<file path="src/rtl/macfs_core_notes_unused.sv">
// holds no logic; the whole block lives in macfs_core

</file>
<file path="src/rtl/macfs_pkg.sv">
// package: register map, field layout and types of the format and status block
package macfs_pkg;
  localparam int unsigned ADR_W   = 8;
  localparam int unsigned DAT_W   = 32;
  localparam int unsigned ACC_W   = 40;
  localparam int unsigned HALF_W  = 16;
  localparam int unsigned BYTE_W  = 8;
  localparam int unsigned SEL_W   = 4;
  localparam int unsigned SHAMT_W = 5;
  localparam int unsigned EXP_W   = 5;

  localparam logic [7:0] OFF_CTRL = 8'h00;
  localparam logic [7:0] OFF_STAT = 8'h04;
  localparam logic [7:0] OFF_OPA  = 8'h08;
  localparam logic [7:0] OFF_OPB  = 8'h0c;
  localparam logic [7:0] OFF_CMD  = 8'h10;
  localparam logic [7:0] OFF_RES  = 8'h14;
  localparam logic [7:0] OFF_A0W  = 8'h18;
  localparam logic [7:0] OFF_A0X  = 8'h1c;
  localparam logic [7:0] OFF_A1W  = 8'h20;
  localparam logic [7:0] OFF_A1X  = 8'h24;
  localparam logic [7:0] OFF_RND  = 8'h28;

  // control register
  localparam int unsigned CTRL_RBS_BIT  = 0;
  localparam int unsigned CTRL_FRAC_BIT = 1;
  localparam logic [1:0]  CTRL_RST      = 2'h0;

  // command register
  localparam int unsigned CMD_OP_W    = 4;
  localparam int unsigned CMD_SEL_BIT = 4;
  localparam int unsigned CMD_SUB_BIT = 5;
  localparam int unsigned CMD_RND_BIT = 6;
  localparam int unsigned CMD_H16_BIT = 7;

  localparam logic [15:0] RND_MID  = 16'h8000;
  localparam logic [39:0] RND_ADD  = 40'h0000008000;
  localparam int unsigned RND_LSB  = 16;
  localparam int unsigned STAT_W   = 10;

  typedef enum logic [CMD_OP_W-1:0] {
    OP_LDU16, OP_LDS16, OP_LDU8, OP_LDS8, OP_LDFRAC, OP_PACKED,
    OP_ADD, OP_MAC, OP_XFER, OP_LSL, OP_LSR, OP_ASR, OP_EXP
  } macfs_op_e;

  // arith_status_word, bit 0 is the last field
  typedef struct packed {
    logic acc_transfer_overflow_sticky;
    logic acc_transfer_overflow;
    logic alu1_overflow_sticky;
    logic alu0_overflow_sticky;
    logic alu1_overflow;
    logic alu0_overflow;
    logic alu1_carry;
    logic alu0_carry;
    logic alu_negative_flag;
    logic result_zero;
  } macfs_stat_s;

  localparam macfs_stat_s STAT_RST = '0;
endpackage : macfs_pkg

</file>
<file path="src/rtl/macfs_core.sv">
// format, accumulate and status logic behind a classic wishbone slave
// Function
// RULE1 - unsigned half word or byte loads fill upper register bits with zeros
// RULE2 - signed half word or byte loads replicate the sign into upper bits
// RULE3 - a 1.15 fraction sits in the low half, sign copied upward
// RULE4 - packed fractions or bytes keep the memory layout inside the register
// RULE5 - multi-byte data uses little endian byte order
// RULE6 - alu works on 16 or 32 bit strings, flags read results as signed
// RULE7 - each alu has a sticky overflow held until the status word is written
// RULE8 - transfer overflow follows both accumulator moves, its sticky copy holds
// RULE9 - overflow is two's complement; opposite-sign addition never overflows
// RULE10 - carry is the unsigned carry out of the top bit
// RULE11 - the 32-bit product is signed and sign-extended to 40 bits
// RULE12 - fractional mode shifts the 2.30 product left to 1.31
// RULE13 - fractional product bit 31 lands on accumulator bit 32, bit 0 zero
// RULE14 - integer mode adds the product unshifted
// RULE15 - product is added to or subtracted from the accumulator in 40 bits
// RULE16 - flags update on accumulator writes and on transfers to registers
// RULE17 - logical shifts are unsigned, arithmetic shift and exponent are signed
// RULE18 - bias select 0 means unbiased rounding, 1 means biased
// RULE19 - unbiased rounding adds at bit 15 and forces bit 16 low at midpoint
// RULE20 - biased rounding always rounds the midpoint upward
// RULE21 - rounding only writes the 16-bit output, accumulators stay unrounded
// RULE22 - all results of one operation appear together on one clock edge
`timescale 1ns/100ps
module macfs_core
  import macfs_pkg::*;
(
  input  wire logic              i_mclk,
  input  wire logic              i_arst_n,
  input  wire logic              i_wb_cyc,
  input  wire logic              i_wb_stb,
  input  wire logic              i_wb_we,
  input  wire logic [ADR_W-1:0]  i_wb_adr,
  input  wire logic [SEL_W-1:0]  i_wb_sel,
  input  wire logic [DAT_W-1:0]  i_wb_dat,
  output logic      [DAT_W-1:0]  o_wb_dat,
  output logic                   o_wb_ack,
  output macfs_stat_s            o_status
);

  function automatic logic [DAT_W-1:0] merge(input logic [DAT_W-1:0] old_v,
                                             input logic [DAT_W-1:0] new_v,
                                             input logic [SEL_W-1:0] sel);
    logic [DAT_W-1:0] r;
    r = old_v;
    for (int i = 0; i < SEL_W; i++) begin
      if (sel[i]) begin
        r[i*BYTE_W +: BYTE_W] = new_v[i*BYTE_W +: BYTE_W];
      end
    end
    return r;
  endfunction : merge

  // accumulator fits a signed 32-bit register when bits 39..31 agree
  function automatic logic fits32(input logic [ACC_W-1:0] a);
    return (&a[ACC_W-1:DAT_W-1]) | ~(|a[ACC_W-1:DAT_W-1]);
  endfunction : fits32

  function automatic logic [HALF_W-1:0] round16(input logic [ACC_W-1:0] a,
                                                input logic biased);
    logic [ACC_W-1:0] s;
    s = a + RND_ADD;
    if (!biased && a[HALF_W-1:0] == RND_MID) begin
      s[RND_LSB] = 1'b0; // RULE19
    end
    return s[RND_LSB +: HALF_W]; // RULE20
  endfunction : round16

  logic [1:0]       ctrl_q;
  logic [DAT_W-1:0] opa_q, opb_q, res_q, cmd_q, dat_q;
  logic [ACC_W-1:0] acc0_q, acc1_q;
  logic [HALF_W-1:0] rnd_q;
  logic             ack_q;
  macfs_stat_s      stat_q;

  logic             req, wr_now, op_fire, stat_wr;
  logic [DAT_W-1:0] cmd_w;
  macfs_op_e        op;
  logic             sel1, sub, rnd_on, h16, frac, rbs;

  assign req     = i_wb_cyc & i_wb_stb;
  // a write lands on the edge where the master sees ack, never earlier
  assign wr_now  = req & i_wb_we & ack_q;
  assign stat_wr = wr_now & (i_wb_adr == OFF_STAT);
  assign op_fire = wr_now & (i_wb_adr == OFF_CMD) & i_wb_sel[0];
  assign cmd_w   = merge(cmd_q, i_wb_dat, i_wb_sel);
  assign op      = macfs_op_e'(cmd_w[CMD_OP_W-1:0]);
  assign sel1    = cmd_w[CMD_SEL_BIT];
  assign sub     = cmd_w[CMD_SUB_BIT];
  assign rnd_on  = cmd_w[CMD_RND_BIT];
  assign h16     = cmd_w[CMD_H16_BIT];
  assign frac    = ctrl_q[CTRL_FRAC_BIT];
  assign rbs     = ctrl_q[CTRL_RBS_BIT];

  // ---------------- datapath ----------------
  logic [DAT_W-1:0]  res_d;
  logic [ACC_W-1:0]  acc0_d, acc1_d;
  logic [HALF_W-1:0] rnd_d;
  macfs_stat_s       stat_d;
  logic [HALF_W-1:0] ld_half;
  logic [BYTE_W-1:0] ld_byte;
  logic [DAT_W-1:0]  bb, stat_m;
  logic [DAT_W:0]    sum33;
  logic [HALF_W:0]   sum17;
  logic              a_ov, a_c;
  logic signed [DAT_W-1:0] prod;
  logic [ACC_W-1:0]  addend, acc_cur, acc_new;
  logic              m_ov;
  logic [EXP_W-1:0]  expo;

  always_comb begin
    res_d   = res_q;
    acc0_d  = acc0_q;
    acc1_d  = acc1_q;
    rnd_d   = rnd_q;
    stat_d  = stat_q;
    a_ov    = 1'b0;
    a_c     = 1'b0;
    m_ov    = 1'b0;
    expo    = '0;
    // little endian: lane 0 is bits 7..0, lane 1 the next byte up
    ld_half = opb_q[1] ? opa_q[DAT_W-1:HALF_W] : opa_q[HALF_W-1:0]; // RULE5
    ld_byte = opa_q[{opb_q[1:0], 3'h0} +: BYTE_W]; // RULE5
    bb      = sub ? ~opb_q : opb_q;
    sum33   = {1'b0, opa_q} + {1'b0, bb} + {{DAT_W{1'b0}}, sub};
    sum17   = {1'b0, opa_q[HALF_W-1:0]} + {1'b0, bb[HALF_W-1:0]}
              + {{HALF_W{1'b0}}, sub};
    prod    = $signed(opa_q[HALF_W-1:0]) * $signed(opb_q[HALF_W-1:0]);
    if (frac) begin
      addend = {{(ACC_W-DAT_W-1){prod[DAT_W-1]}}, prod, 1'b0}; // RULE12 RULE13
    end else begin
      addend = {{(ACC_W-DAT_W){prod[DAT_W-1]}}, prod}; // RULE11 RULE14
    end
    acc_cur = sel1 ? acc1_q : acc0_q;
    acc_new = sub ? acc_cur - addend : acc_cur + addend; // RULE15
    for (int i = DAT_W-2; i >= 0; i--) begin
      if (opa_q[i] == opa_q[DAT_W-1] && 32'(expo) == DAT_W-2-i) begin
        expo = expo + 1'b1; // RULE17
      end
    end
    if (op_fire) begin
      case (op)
        OP_LDU16:  res_d = {{HALF_W{1'b0}}, ld_half}; // RULE1
        OP_LDS16:  res_d = {{HALF_W{ld_half[HALF_W-1]}}, ld_half}; // RULE2
        OP_LDU8:   res_d = {{(DAT_W-BYTE_W){1'b0}}, ld_byte}; // RULE1
        OP_LDS8:   res_d = {{(DAT_W-BYTE_W){ld_byte[BYTE_W-1]}}, ld_byte}; // RULE2
        OP_LDFRAC: res_d = {{HALF_W{opa_q[HALF_W-1]}}, opa_q[HALF_W-1:0]}; // RULE3
        OP_PACKED: res_d = opa_q; // RULE4
        OP_ADD: begin
          if (h16) begin
            res_d = {{HALF_W{1'b0}}, sum17[HALF_W-1:0]}; // RULE6
            a_c   = sum17[HALF_W]; // RULE10
            a_ov  = (opa_q[HALF_W-1] == bb[HALF_W-1])
                    & (sum17[HALF_W-1] != opa_q[HALF_W-1]); // RULE9
          end else begin
            res_d = sum33[DAT_W-1:0]; // RULE6
            a_c   = sum33[DAT_W]; // RULE10
            a_ov  = (opa_q[DAT_W-1] == bb[DAT_W-1])
                    & (sum33[DAT_W-1] != opa_q[DAT_W-1]); // RULE9
          end
        end
        OP_MAC: begin
          m_ov = (acc_cur[ACC_W-1] == (addend[ACC_W-1] ^ sub))
                 & (acc_new[ACC_W-1] != acc_cur[ACC_W-1]); // RULE9
          if (sel1) begin
            acc1_d = acc_new;
          end else begin
            acc0_d = acc_new;
          end
        end
        OP_XFER: begin
          res_d = sel1 ? acc1_q[DAT_W-1:0] : acc0_q[DAT_W-1:0];
          if (rnd_on) begin
            rnd_d = round16(acc_cur, rbs); // RULE18 RULE21
          end
        end
        OP_LSL:  res_d = opa_q << opb_q[SHAMT_W-1:0];
        OP_LSR:  res_d = opa_q >> opb_q[SHAMT_W-1:0]; // RULE17
        OP_ASR:  res_d = DAT_W'($signed(opa_q) >>> opb_q[SHAMT_W-1:0]); // RULE17
        OP_EXP:  res_d = {{(DAT_W-EXP_W){1'b0}}, expo};
        default: res_d = res_q;
      endcase
    end
    // status word: a direct write loads it, hardware events then win
    stat_m  = merge({{(DAT_W-STAT_W){1'b0}}, stat_q}, i_wb_dat, i_wb_sel);
    if (stat_wr) begin
      stat_d = macfs_stat_s'(stat_m[STAT_W-1:0]); // RULE7
    end
    if (op_fire && op != OP_MAC) begin
      stat_d.result_zero       = (res_d == '0);
      stat_d.alu_negative_flag = res_d[h16 && op == OP_ADD ? HALF_W-1 : DAT_W-1];
      if (op == OP_LDU16 || op == OP_LDU8) begin
        stat_d.alu_negative_flag = 1'b0;
      end
    end
    if (op_fire && op == OP_ADD) begin
      if (sel1) begin
        stat_d.alu1_overflow = a_ov;
        stat_d.alu1_carry    = a_c;
        stat_d.alu1_overflow_sticky = stat_d.alu1_overflow_sticky | a_ov; // RULE7
      end else begin
        stat_d.alu0_overflow = a_ov;
        stat_d.alu0_carry    = a_c;
        stat_d.alu0_overflow_sticky = stat_d.alu0_overflow_sticky | a_ov; // RULE7
      end
    end
    if (op_fire && op == OP_MAC) begin
      stat_d.result_zero       = (acc_new == '0); // RULE16
      stat_d.alu_negative_flag = acc_new[ACC_W-1];
      if (sel1) begin
        stat_d.alu1_overflow = m_ov;
        stat_d.alu1_overflow_sticky = stat_d.alu1_overflow_sticky | m_ov;
      end else begin
        stat_d.alu0_overflow = m_ov;
        stat_d.alu0_overflow_sticky = stat_d.alu0_overflow_sticky | m_ov;
      end
    end
    if (op_fire && op == OP_XFER) begin
      stat_d.acc_transfer_overflow = ~fits32(acc0_q) | ~fits32(acc1_q); // RULE8 RULE16
      stat_d.acc_transfer_overflow_sticky = stat_d.acc_transfer_overflow_sticky
                                            | stat_d.acc_transfer_overflow; // RULE8
    end
  end

  // ---------------- bus slave ----------------
  always_ff @(posedge i_mclk or negedge i_arst_n) begin
    if (!i_arst_n) begin
      ack_q <= 1'b0;
    end else begin
      ack_q <= req & ~ack_q;
    end
  end

  always_ff @(posedge i_mclk or negedge i_arst_n) begin
    if (!i_arst_n) begin
      dat_q <= '0;
    end else if (req & ~ack_q) begin
      case (i_wb_adr)
        OFF_CTRL: dat_q <= {{(DAT_W-2){1'b0}}, ctrl_q};
        OFF_STAT: dat_q <= {{(DAT_W-STAT_W){1'b0}}, stat_q};
        OFF_OPA:  dat_q <= opa_q;
        OFF_OPB:  dat_q <= opb_q;
        OFF_CMD:  dat_q <= cmd_q;
        OFF_RES:  dat_q <= res_q;
        OFF_A0W:  dat_q <= acc0_q[DAT_W-1:0];
        OFF_A0X:  dat_q <= {{(2*DAT_W-ACC_W){acc0_q[ACC_W-1]}}, acc0_q[ACC_W-1:DAT_W]};
        OFF_A1W:  dat_q <= acc1_q[DAT_W-1:0];
        OFF_A1X:  dat_q <= {{(2*DAT_W-ACC_W){acc1_q[ACC_W-1]}}, acc1_q[ACC_W-1:DAT_W]};
        OFF_RND:  dat_q <= {{HALF_W{1'b0}}, rnd_q};
        default:  dat_q <= '0;
      endcase
    end
  end

  always_ff @(posedge i_mclk or negedge i_arst_n) begin
    if (!i_arst_n) begin
      ctrl_q <= CTRL_RST;
      opa_q  <= '0;
      opb_q  <= '0;
      cmd_q  <= '0;
    end else if (wr_now) begin
      if (i_wb_adr == OFF_CTRL && i_wb_sel[0]) begin
        ctrl_q <= i_wb_dat[1:0];
      end
      if (i_wb_adr == OFF_OPA) begin
        opa_q <= merge(opa_q, i_wb_dat, i_wb_sel);
      end
      if (i_wb_adr == OFF_OPB) begin
        opb_q <= merge(opb_q, i_wb_dat, i_wb_sel);
      end
      if (i_wb_adr == OFF_CMD) begin
        cmd_q <= cmd_w;
      end
    end
  end

  // every product of one command commits on the same edge
  always_ff @(posedge i_mclk or negedge i_arst_n) begin
    if (!i_arst_n) begin
      res_q  <= '0;
      acc0_q <= '0;
      acc1_q <= '0;
      rnd_q  <= '0;
      stat_q <= STAT_RST;
    end else begin
      res_q  <= res_d; // RULE22
      acc0_q <= acc0_d;
      acc1_q <= acc1_d;
      rnd_q  <= rnd_d;
      stat_q <= stat_d; // RULE22
    end
  end

  assign o_wb_dat = dat_q;
  assign o_wb_ack = ack_q;
  assign o_status = stat_q;

  // ---------------- checks ----------------
  logic [BYTE_W-1:0] opa_b0;
  logic              add_opp;
  assign opa_b0  = opa_q[BYTE_W-1:0];
  assign add_opp = (opa_q[DAT_W-1] ^ opb_q[DAT_W-1]) & ~h16 & ~sub;

  a_zero_ext_hw: assert property ( // RULE1
    @(posedge i_mclk) disable iff (!i_arst_n)
    op_fire && op == OP_LDU16 |=> res_q[DAT_W-1:HALF_W] == '0 && !stat_q.alu_negative_flag)
    else $error("unsigned half word not zero extended");
  a_sign_ext_byte: assert property ( // RULE2
    @(posedge i_mclk) disable iff (!i_arst_n)
    op_fire && op == OP_LDS8 |=> res_q[DAT_W-1:BYTE_W] == {(DAT_W-BYTE_W){res_q[BYTE_W-1]}})
    else $error("signed byte not sign extended");
  a_frac_layout: assert property ( // RULE3
    @(posedge i_mclk) disable iff (!i_arst_n)
    op_fire && op == OP_LDFRAC |=> res_q[DAT_W-1:HALF_W] == {HALF_W{res_q[HALF_W-1]}})
    else $error("fraction sign not copied upward");
  a_packed_keep: assert property ( // RULE4
    @(posedge i_mclk) disable iff (!i_arst_n)
    op_fire && op == OP_PACKED |=> res_q == $past(opa_q))
    else $error("packed data reordered");
  a_lane_zero: assert property ( // RULE5
    @(posedge i_mclk) disable iff (!i_arst_n)
    op_fire && op == OP_LDU8 && opb_q[1:0] == 2'h0 |=> res_q[BYTE_W-1:0] == $past(opa_b0))
    else $error("byte lane 0 is not the low byte");
  a_sticky_hold: assert property ( // RULE7
    @(posedge i_mclk) disable iff (!i_arst_n)
    stat_q.alu0_overflow_sticky && !stat_wr |=> stat_q.alu0_overflow_sticky)
    else $error("alu0 sticky overflow dropped without a write");
  a_xfer_sticky: assert property ( // RULE8
    @(posedge i_mclk) disable iff (!i_arst_n)
    stat_q.acc_transfer_overflow && !$past(stat_wr) |-> stat_q.acc_transfer_overflow_sticky)
    else $error("transfer overflow without its sticky copy");
  a_no_opp_ovf: assert property ( // RULE9
    @(posedge i_mclk) disable iff (!i_arst_n)
    op_fire && op == OP_ADD && add_opp && !sel1 |=> !stat_q.alu0_overflow)
    else $error("opposite sign addition flagged overflow");
  a_frac_lsb: assert property ( // RULE13
    @(posedge i_mclk) disable iff (!i_arst_n)
    op_fire && op == OP_MAC && frac
    |=> acc0_q[0] == $past(acc0_q[0]) && acc1_q[0] == $past(acc1_q[0]))
    else $error("fractional product reached accumulator bit 0");
  a_unbiased_mid: assert property ( // RULE19
    @(posedge i_mclk) disable iff (!i_arst_n)
    op_fire && op == OP_XFER && rnd_on && !rbs && !sel1 && acc0_q[HALF_W-1:0] == RND_MID
    |=> rnd_q[0] == 1'b0)
    else $error("midpoint not rounded to even");
  a_acc_unrounded: assert property ( // RULE21
    @(posedge i_mclk) disable iff (!i_arst_n)
    op_fire && op == OP_XFER |=> $stable(acc0_q) && $stable(acc1_q))
    else $error("accumulator changed by a transfer");
  a_ack_single: assert property ( // RULE22
    @(posedge i_mclk) disable iff (!i_arst_n)
    o_wb_ack |=> !o_wb_ack)
    else $error("ack held for two cycles");

endmodule : macfs_core

</file>
<file path="config.mk">
export PLATFORM = sky130hd
export DESIGN_NAME = macfs_core
export DESIGN_NICKNAME = d
export VERILOG_FILES = /design/src/rtl/macfs_core_notes_unused.sv /design/src/rtl/macfs_pkg.sv /design/src/rtl/macfs_core.sv
export SDC_FILE = /design/constraint.sdc
export NUM_CORES = 2
export LEC_CHECK = 0
export BUFFER_PORTS_ARGS = -buffer_cell sky130_fd_sc_hd__buf_2
export CAP_MARGIN = 40
export CORE_AREA = 2 2 299 301
export CTS_CLUSTER_DIAMETER = 100
export DETAILED_ROUTE_END_ITERATION = 8
export DIE_AREA = 0 0 301 303
export GPL_TIMING_DRIVEN = 1
export PLACE_DENSITY_LB_ADDON = 0.3
export SLEW_MARGIN = 10
export SYNTH_ARGS = -nofsm -noshare
export SYNTH_HDL_FRONTEND = slang
export SYNTH_SLANG_ARGS = --single-unit
</file>
<file path="constraint.sdc">
create_clock -name i_mclk -period 27.4 [get_ports i_mclk]
set_input_delay 5.48 -clock i_mclk [delete_from_list [all_inputs] [get_ports i_mclk]]
set_output_delay 5.48 -clock i_mclk [all_outputs]
set_load 0.02 [all_outputs]
</file>
After elaboration in Yosys (flattened, before gate mapping)
Index checks and enable logic that the tools add are counted.
{"block": "word_totals", "register_bits": 269, "inputBits": 49, "wordCells": 331}
{"block": "op_classes", "addsub": 37, "multipliers": 1, "magnitude_cmp": 1, "n_eq_ne": 91, "shifts": 4, "mux": 73, "n_bitwise": 26, "n_reduce_logical": 69}
{"op": "32-bit one-hot mux with 12 select lines", "n": 1}
{"op": "32-bit one-hot mux with 11 select lines", "n": 1}
{"op": "32-bit 2-to-1 mux", "n": 5}
{"op": "5-bit 2-to-1 mux", "n": 31}
{"op": "5-bit by 1-bit adder with 5-bit output (second input constant)", "n": 30}
{"op": "40-bit 2-to-1 mux", "n": 2}
{"op": "5-bit equality test (second input constant)", "n": 15}
{"op": "3-bit AND reduction", "n": 14}
{"op": "40-bit adder", "n": 1}
{"op": "5-bit by 4-bit equality test with 1-bit output (second input constant)", "n": 8}
{"op": "40-bit zero test", "n": 1}
{"op": "40-bit subtractor", "n": 1}
{"op": "1-bit logical AND", "n": 37}
{"op": "1-bit equality test", "n": 34}
{"op": "32-bit by 32-bit adder with 33-bit output", "n": 1}
{"op": "33-bit by 1-bit adder with 33-bit output", "n": 1}
{"op": "32-bit by 16-bit adder with 32-bit output (second input constant)", "n": 1}
{"op": "8-bit by 5-bit equality test with 1-bit output (second input constant)", "n": 4}
{"op": "32-bit zero test", "n": 1}
{"op": "16-bit by 16-bit multiplier with 32-bit output", "n": 1}
{"op": "32-bit NOT", "n": 1}
{"op": "32-bit by 6-bit indexed part select with 8-bit output", "n": 1}
{"op": "32-bit by 5-bit left shift with 32-bit output", "n": 1}
{"op": "32-bit by 5-bit >> shifter with 32-bit output", "n": 1}
{"op": "38 further kinds", "n": 108}

Longest topological paths before layout
{"block": "logic_depth", "ltp_word": 99, "mapped_depth": 166, "depth_no_buf": 159}

Least setup slack after synthesis
OpenSTA, ideal clock, no wires.
{"block": "synth_path", "path_type": "register -> register", "from": "register opa_q[31]", "to": "register stat_q (netlist bit o_status[0])", "arrival_ns": 27.332, "required_ns": 27.334, "slack_ns": 0.002, "path_stages_with_launch": 161, "path_buffers": 7, "period_less_slack_ns": 27.398, "cell_sequence": "dfrtp_1 -> buf_2 -> and2_1 -> a22o_1 -> ha_1 -> ha_1 -> clkbuf_2 -> nand3b_1 -> a21oi_1 -> or3_4 -> inv_4 -> a32o_1 -> ha_1 -> nand4_1 -> a311oi_1 -> a32o_1 -> nor2_2 -> inv_1 -> [... 125 more ...] -> o211a_1 -> and2_1 -> buf_6 -> xnor3_2 -> inv_2 -> ha_1 -> nand2_1 -> nor2_1 -> and3_1 -> nor2_1 -> a21oi_1 -> inv_1 -> ha_1 -> nor2_1 -> o2111ai_1 -> o211a_1 -> o41ai_2 -> a41o_1"}
{"block": "synth_via", "elab_chain_len": 97}
{"element": "start, declared", "line_no": "macfs_core.sv:71", "rtl": "logic [DAT_W-1:0] opa_q, opb_q, res_q, cmd_q, dat_q;"}
{"element": "start signal, assigned", "line_no": "macfs_core.sv:267", "rtl": "opa_q <= merge(opa_q, i_wb_dat, i_wb_sel);"}
{"element": "branches (longest 92 deep; another with 5-bit by 1-bit adder with 5-bit output)"}
{"element": "32-bit one-hot mux with 12 select lines *", "line_no": "macfs_core.sv:143", "rtl": "case (op)"}
{"element": "32-bit 2-to-1 mux *", "line_no": "macfs_core.sv:142", "rtl": "if (op_fire) begin"}
{"element": "net res_d[1]", "line_no": "macfs_core.sv:97", "rtl": "logic [DAT_W-1:0] res_d;"}
{"element": "32-bit zero test *", "line_no": "macfs_core.sv:191", "rtl": "stat_d.result_zero = (res_d == '0);"}
{"element": "2-bit 2-to-1 mux *", "line_no": "macfs_core.sv:190", "rtl": "if (op_fire && op != OP_MAC) begin"}
{"element": "2-bit 2-to-1 mux *", "line_no": "macfs_core.sv:208", "rtl": "if (op_fire && op == OP_MAC) begin"}
{"element": "end signal, assigned", "line_no": "macfs_core.sv:291", "rtl": "stat_q <= stat_d;"}
{"element": "end, declared", "line_no": "macfs_core.sv:75", "rtl": "macfs_stat_s stat_q;"}
Mark *: on every way through the listed nets, which the timed path passes.
A chain may end at the register's enable or synchronous reset.

Worst setup path after layout
{"block": "layout_path", "from": "register opa_q[31]", "to": "register stat_q (netlist bit o_status[0])"}
{"block": "layout_via", "elab_chain_len": 97}
{"element": "branches (longest 92 deep; another with 5-bit by 1-bit adder with 5-bit output)"}
{"element": "32-bit one-hot mux with 12 select lines *", "line_no": "macfs_core.sv:143"}
{"element": "32-bit 2-to-1 mux *", "line_no": "macfs_core.sv:142"}
{"element": "32-bit zero test *", "line_no": "macfs_core.sv:191"}
{"element": "2-bit 2-to-1 mux *", "line_no": "macfs_core.sv:190"}
{"element": "2-bit 2-to-1 mux *", "line_no": "macfs_core.sv:208"}
Mark *: on every way between the ends.

==> impl_metrics.py <==
metrics = {
    "finish": {
        "drive_gt1_share_pct": 13.74,
        "area_growth_pct": 11.40,
        "n_fill_cell": 8605,
        "most-common-layout-cells": "nand2_1, inv_1, fa_1",
        "mostFrequentLayoutCell": "nand2_1",
        "nets": 4797,
    },
    "clock_network": {
        "cts_made_buffers": 35,
        "cts_tree": "yes",
        "clock_latency_ps": 570,
        "cts_hold_buf": 0,
        "cts.clk_slew.worst_paths_ps": 60,
        "htree_num_levels": 2,
        "root_buffer": "clkbuf_16",
        "cts_buffer_depth": 3,
        "clock-sinks": 269,
    },
    "route": {
        "via_count": 33050,
        "ant_nets": 0,
        "drcViolationCount": 0,
        "wl_um": 131800,
        "dr.first_iter.drc_count": 3753,
        "avgRoutedWirePerCell_um": 24.06,
        "firstDrtPassIters": 8,
        "routed_via_density": 6.032,
    },
    "critical_path": {
        "crit_path_start_kind": "flop",
        "critPathRequiredTime_ps": 27890,
        "crit_fanout": 8,
        "max_stage_delay_ps": 450,
        "cp-end-kind": "flop",
        "cp_slowest_cell": "or3_4",
        "r2r_slack_ps": 1440,
        "r2r-start": "opa_q[31]",
        "criticalPathCategory": "flop to flop",
        "r2r_end": "o_status[0]",
        "crit_arrival_ps": 26460,
        "rr_worst_depth": 151,
        "crit_top_cell": "ha_1",
    },
    "floorplan": {
        "rows": 109,
        "ioPinCount": 92,
        "initial_utilization_pct": 39.81,
        "core_um2": 87970,
        "chipHeight_um": 303,
        "die_x_um": 301,
        "dieArea_um2": 91200,
    },
    "sta": {
        "finalSetupTns_ps": 0,
        "hold_viol": 0,
        "worstMarginPinSlew_ps": 951.3,
        "finalSetupViolCount": 0,
        "fmax_mhz": 38.51,
        "finalCritPeriodShare_pct": 94.76,
        "slew_viol_final": 0,
        "worst_slew_margin_rel_pct": 36.58,
        "setup_slack_ps": 1435,
        "period_minus_slack_ps": 25960,
        "finClkSkew_ps": 24.80,
    },
    "synth": {
        "synth_warnings": 0,
        "yosys.area.top_type": "dfrtp_1",
        "yosysSeqAreaShare_pct": 19.22,
        "synth_cell_types": 109,
        "synthFlopType": "dfrtp_1",
        "ys_ff_latch": 269,
        "synth_top_area_share_pct": 19.22,
        "netlist_area_um2": 35020,
        "synthCells": 4246,
        "yosys-top-cells-area": "dfrtp_1, fa_1, ha_1, nand2_1, inv_1",
        "synthArstFlopShare_pct": 100.0,
        "synth_edf_count": 0,
        "synth.avg_cell_area_um2": 8.247,
        "syn-num-nets": 4759,
    },
    "place": {
        "gp_congestion": 1.018,
        "dp_hpwl_um": 99280,
        "io_buffer_count": 91,
        "pre_cts_ws_ps": -1559,
    },
    "global_routing": {
        "grt_pass1_wl_um": 197300,
        "overflow": 0,
        "grt_pass1_vias": 31330,
        "grt_max_degree": 162,
        "grtUsageTotal_pct": 28.48,
        "antenna_found_initial": 9,
    },
    "worst_hold_path": {
        "min_to": "rnd_q[13]",
        "min_from": "rnd_q[13]",
        "whs_path_depth": 2,
        "hold_class": "flop to flop",
    },
    "power_and_ir_drop": {
        "power_leakage_nw": 17.28,
        "finalPower_mw": 1.150,
        "peakVddDrop_uv": 33.62,
        "p_per_area_nw_per_um2": 29.47,
    },
    "run_status": {
        "status": "finished, final reports clean",
    },
    "job": {
        "maxCapViolations": 0,
    },
}
==> synth_stat cells (all sizes together), types with 51 or more instances <==
cell,count
xnor2,148
o21ai,252
a22o,54
inv,384
a221oi,51
a22oi,72
ha,200
dfrtp,269
clkbuf,202
nand3,110
nand2b,62
mux2i,137
nand2,651
nor3,71
mux2,120
a21oi,179
and2,127
fa,264
nor2,271
==> layout make-up <==
cell class | count | area (µm²) | area share, %
Multi-Input combinational cell | 3345 | 26440 | 67.78
Sequential cell | 269 | 6744 | 17.29
Timing Repair Buffer | 246 | 1724 | 4.420
Inverter | 387 | 1460 | 3.743
Tap cell | 1165 | 1458 | 3.737
Clock buffer | 50 | 1012 | 2.595
Clock inverter | 12 | 160.2 | 0.4106
Antenna cell | 4 | 10.01 | 0.02566
==> cell families after synthesis <==
family                     Yosys count  share of synthesized area, %
DFF                                269                         19.22
other                                1                       0.01071
AOI/OAI and AO/OA                  955                         18.90
muxes                              265                         8.290
and+or+nand+nor                   1461                         19.28
xor gates and xnor gates           199                         5.156
adders and majority gates          464                         22.24
buffers and inverters              632                         6.907
==> report_power, final <==
group          leakage [nW]  total [mW]  switching (mW)  internal [mW]
Sequential             3.75       0.399         0.00102          0.398
Combinational          13.0       0.274           0.168          0.106
Clock                 0.573       0.477           0.198          0.279
Total                  17.3        1.15           0.367          0.783
==> worst max-delay path by stage <==
stage,startpoint,depth (start not counted),to
after floorplan,opa_q[31],160,o_status[0]
after global placement,opa_q[31],152,o_status[0]
after detailed placement,opa_q[31],152,o_status[0]
after CTS,opa_q[31],155,o_status[0]
after global routing,opa_q[31],152,o_status[0]
final,opa_q[31],151,o_status[0]
==> registers in the layout (all words and copies together) (netlist names), 16 cells and up <==
name      cells
cmd_q        32
rnd_q        16
res_q        32
o_wb_dat     32
acc1_q       40
opb_q        32
opa_q        32
acc0_q       40
==> metrics by stage <==
stage	cell area, µm²	instances	hold WS [ps]	utilization (%)
finish	39010	5478	493.9	44.35
global route	39000	5474	515.2	44.33
CTS	38410	5446	491.3	43.66
detailed placement	37060	5377	478.9	42.13
global placement	36940	5369	476.2	41.99
floorplan	35020	4246	449.6	-
==> critical path: cells and delay by family, from the launching register on <==
| family | cells | cell delay (ps) |
|---|---|---|
| AO/OA/AOI/OAI | 35 | 6660 |
| XOR/XNOR | 6 | 1090 |
| adder cells (fa/ha/maj) | 28 | 5590 |
| buffers and inverters | 11 | 1200 |
| flip-flops | 1 | 440 |
| multiplexers | 7 | 1850 |
| AND/OR/NAND/NOR | 64 | 9060 |
==> timing repair <==
| item | 4_1_cts | 5_1_grt |
|---|---|---|
| setup endpoints to repair | 6 | 6 |
| buffers inserted | 7 | 27 |
| gates resized for setup | 29 | 87 |
| cloned | 0 | 0 |
| pin swaps | 8 | 40 |
==> layer usage <==
metal	share of wire, %	global-route usage, %	up-vias
li1	-	-	14800
met4	4.9	12.27	0
met3	10	5.213	317
met1	42	40.55	16200
met5	0	0	-
met2	43	42.21	1728
(Power assumes the default switching activity.)
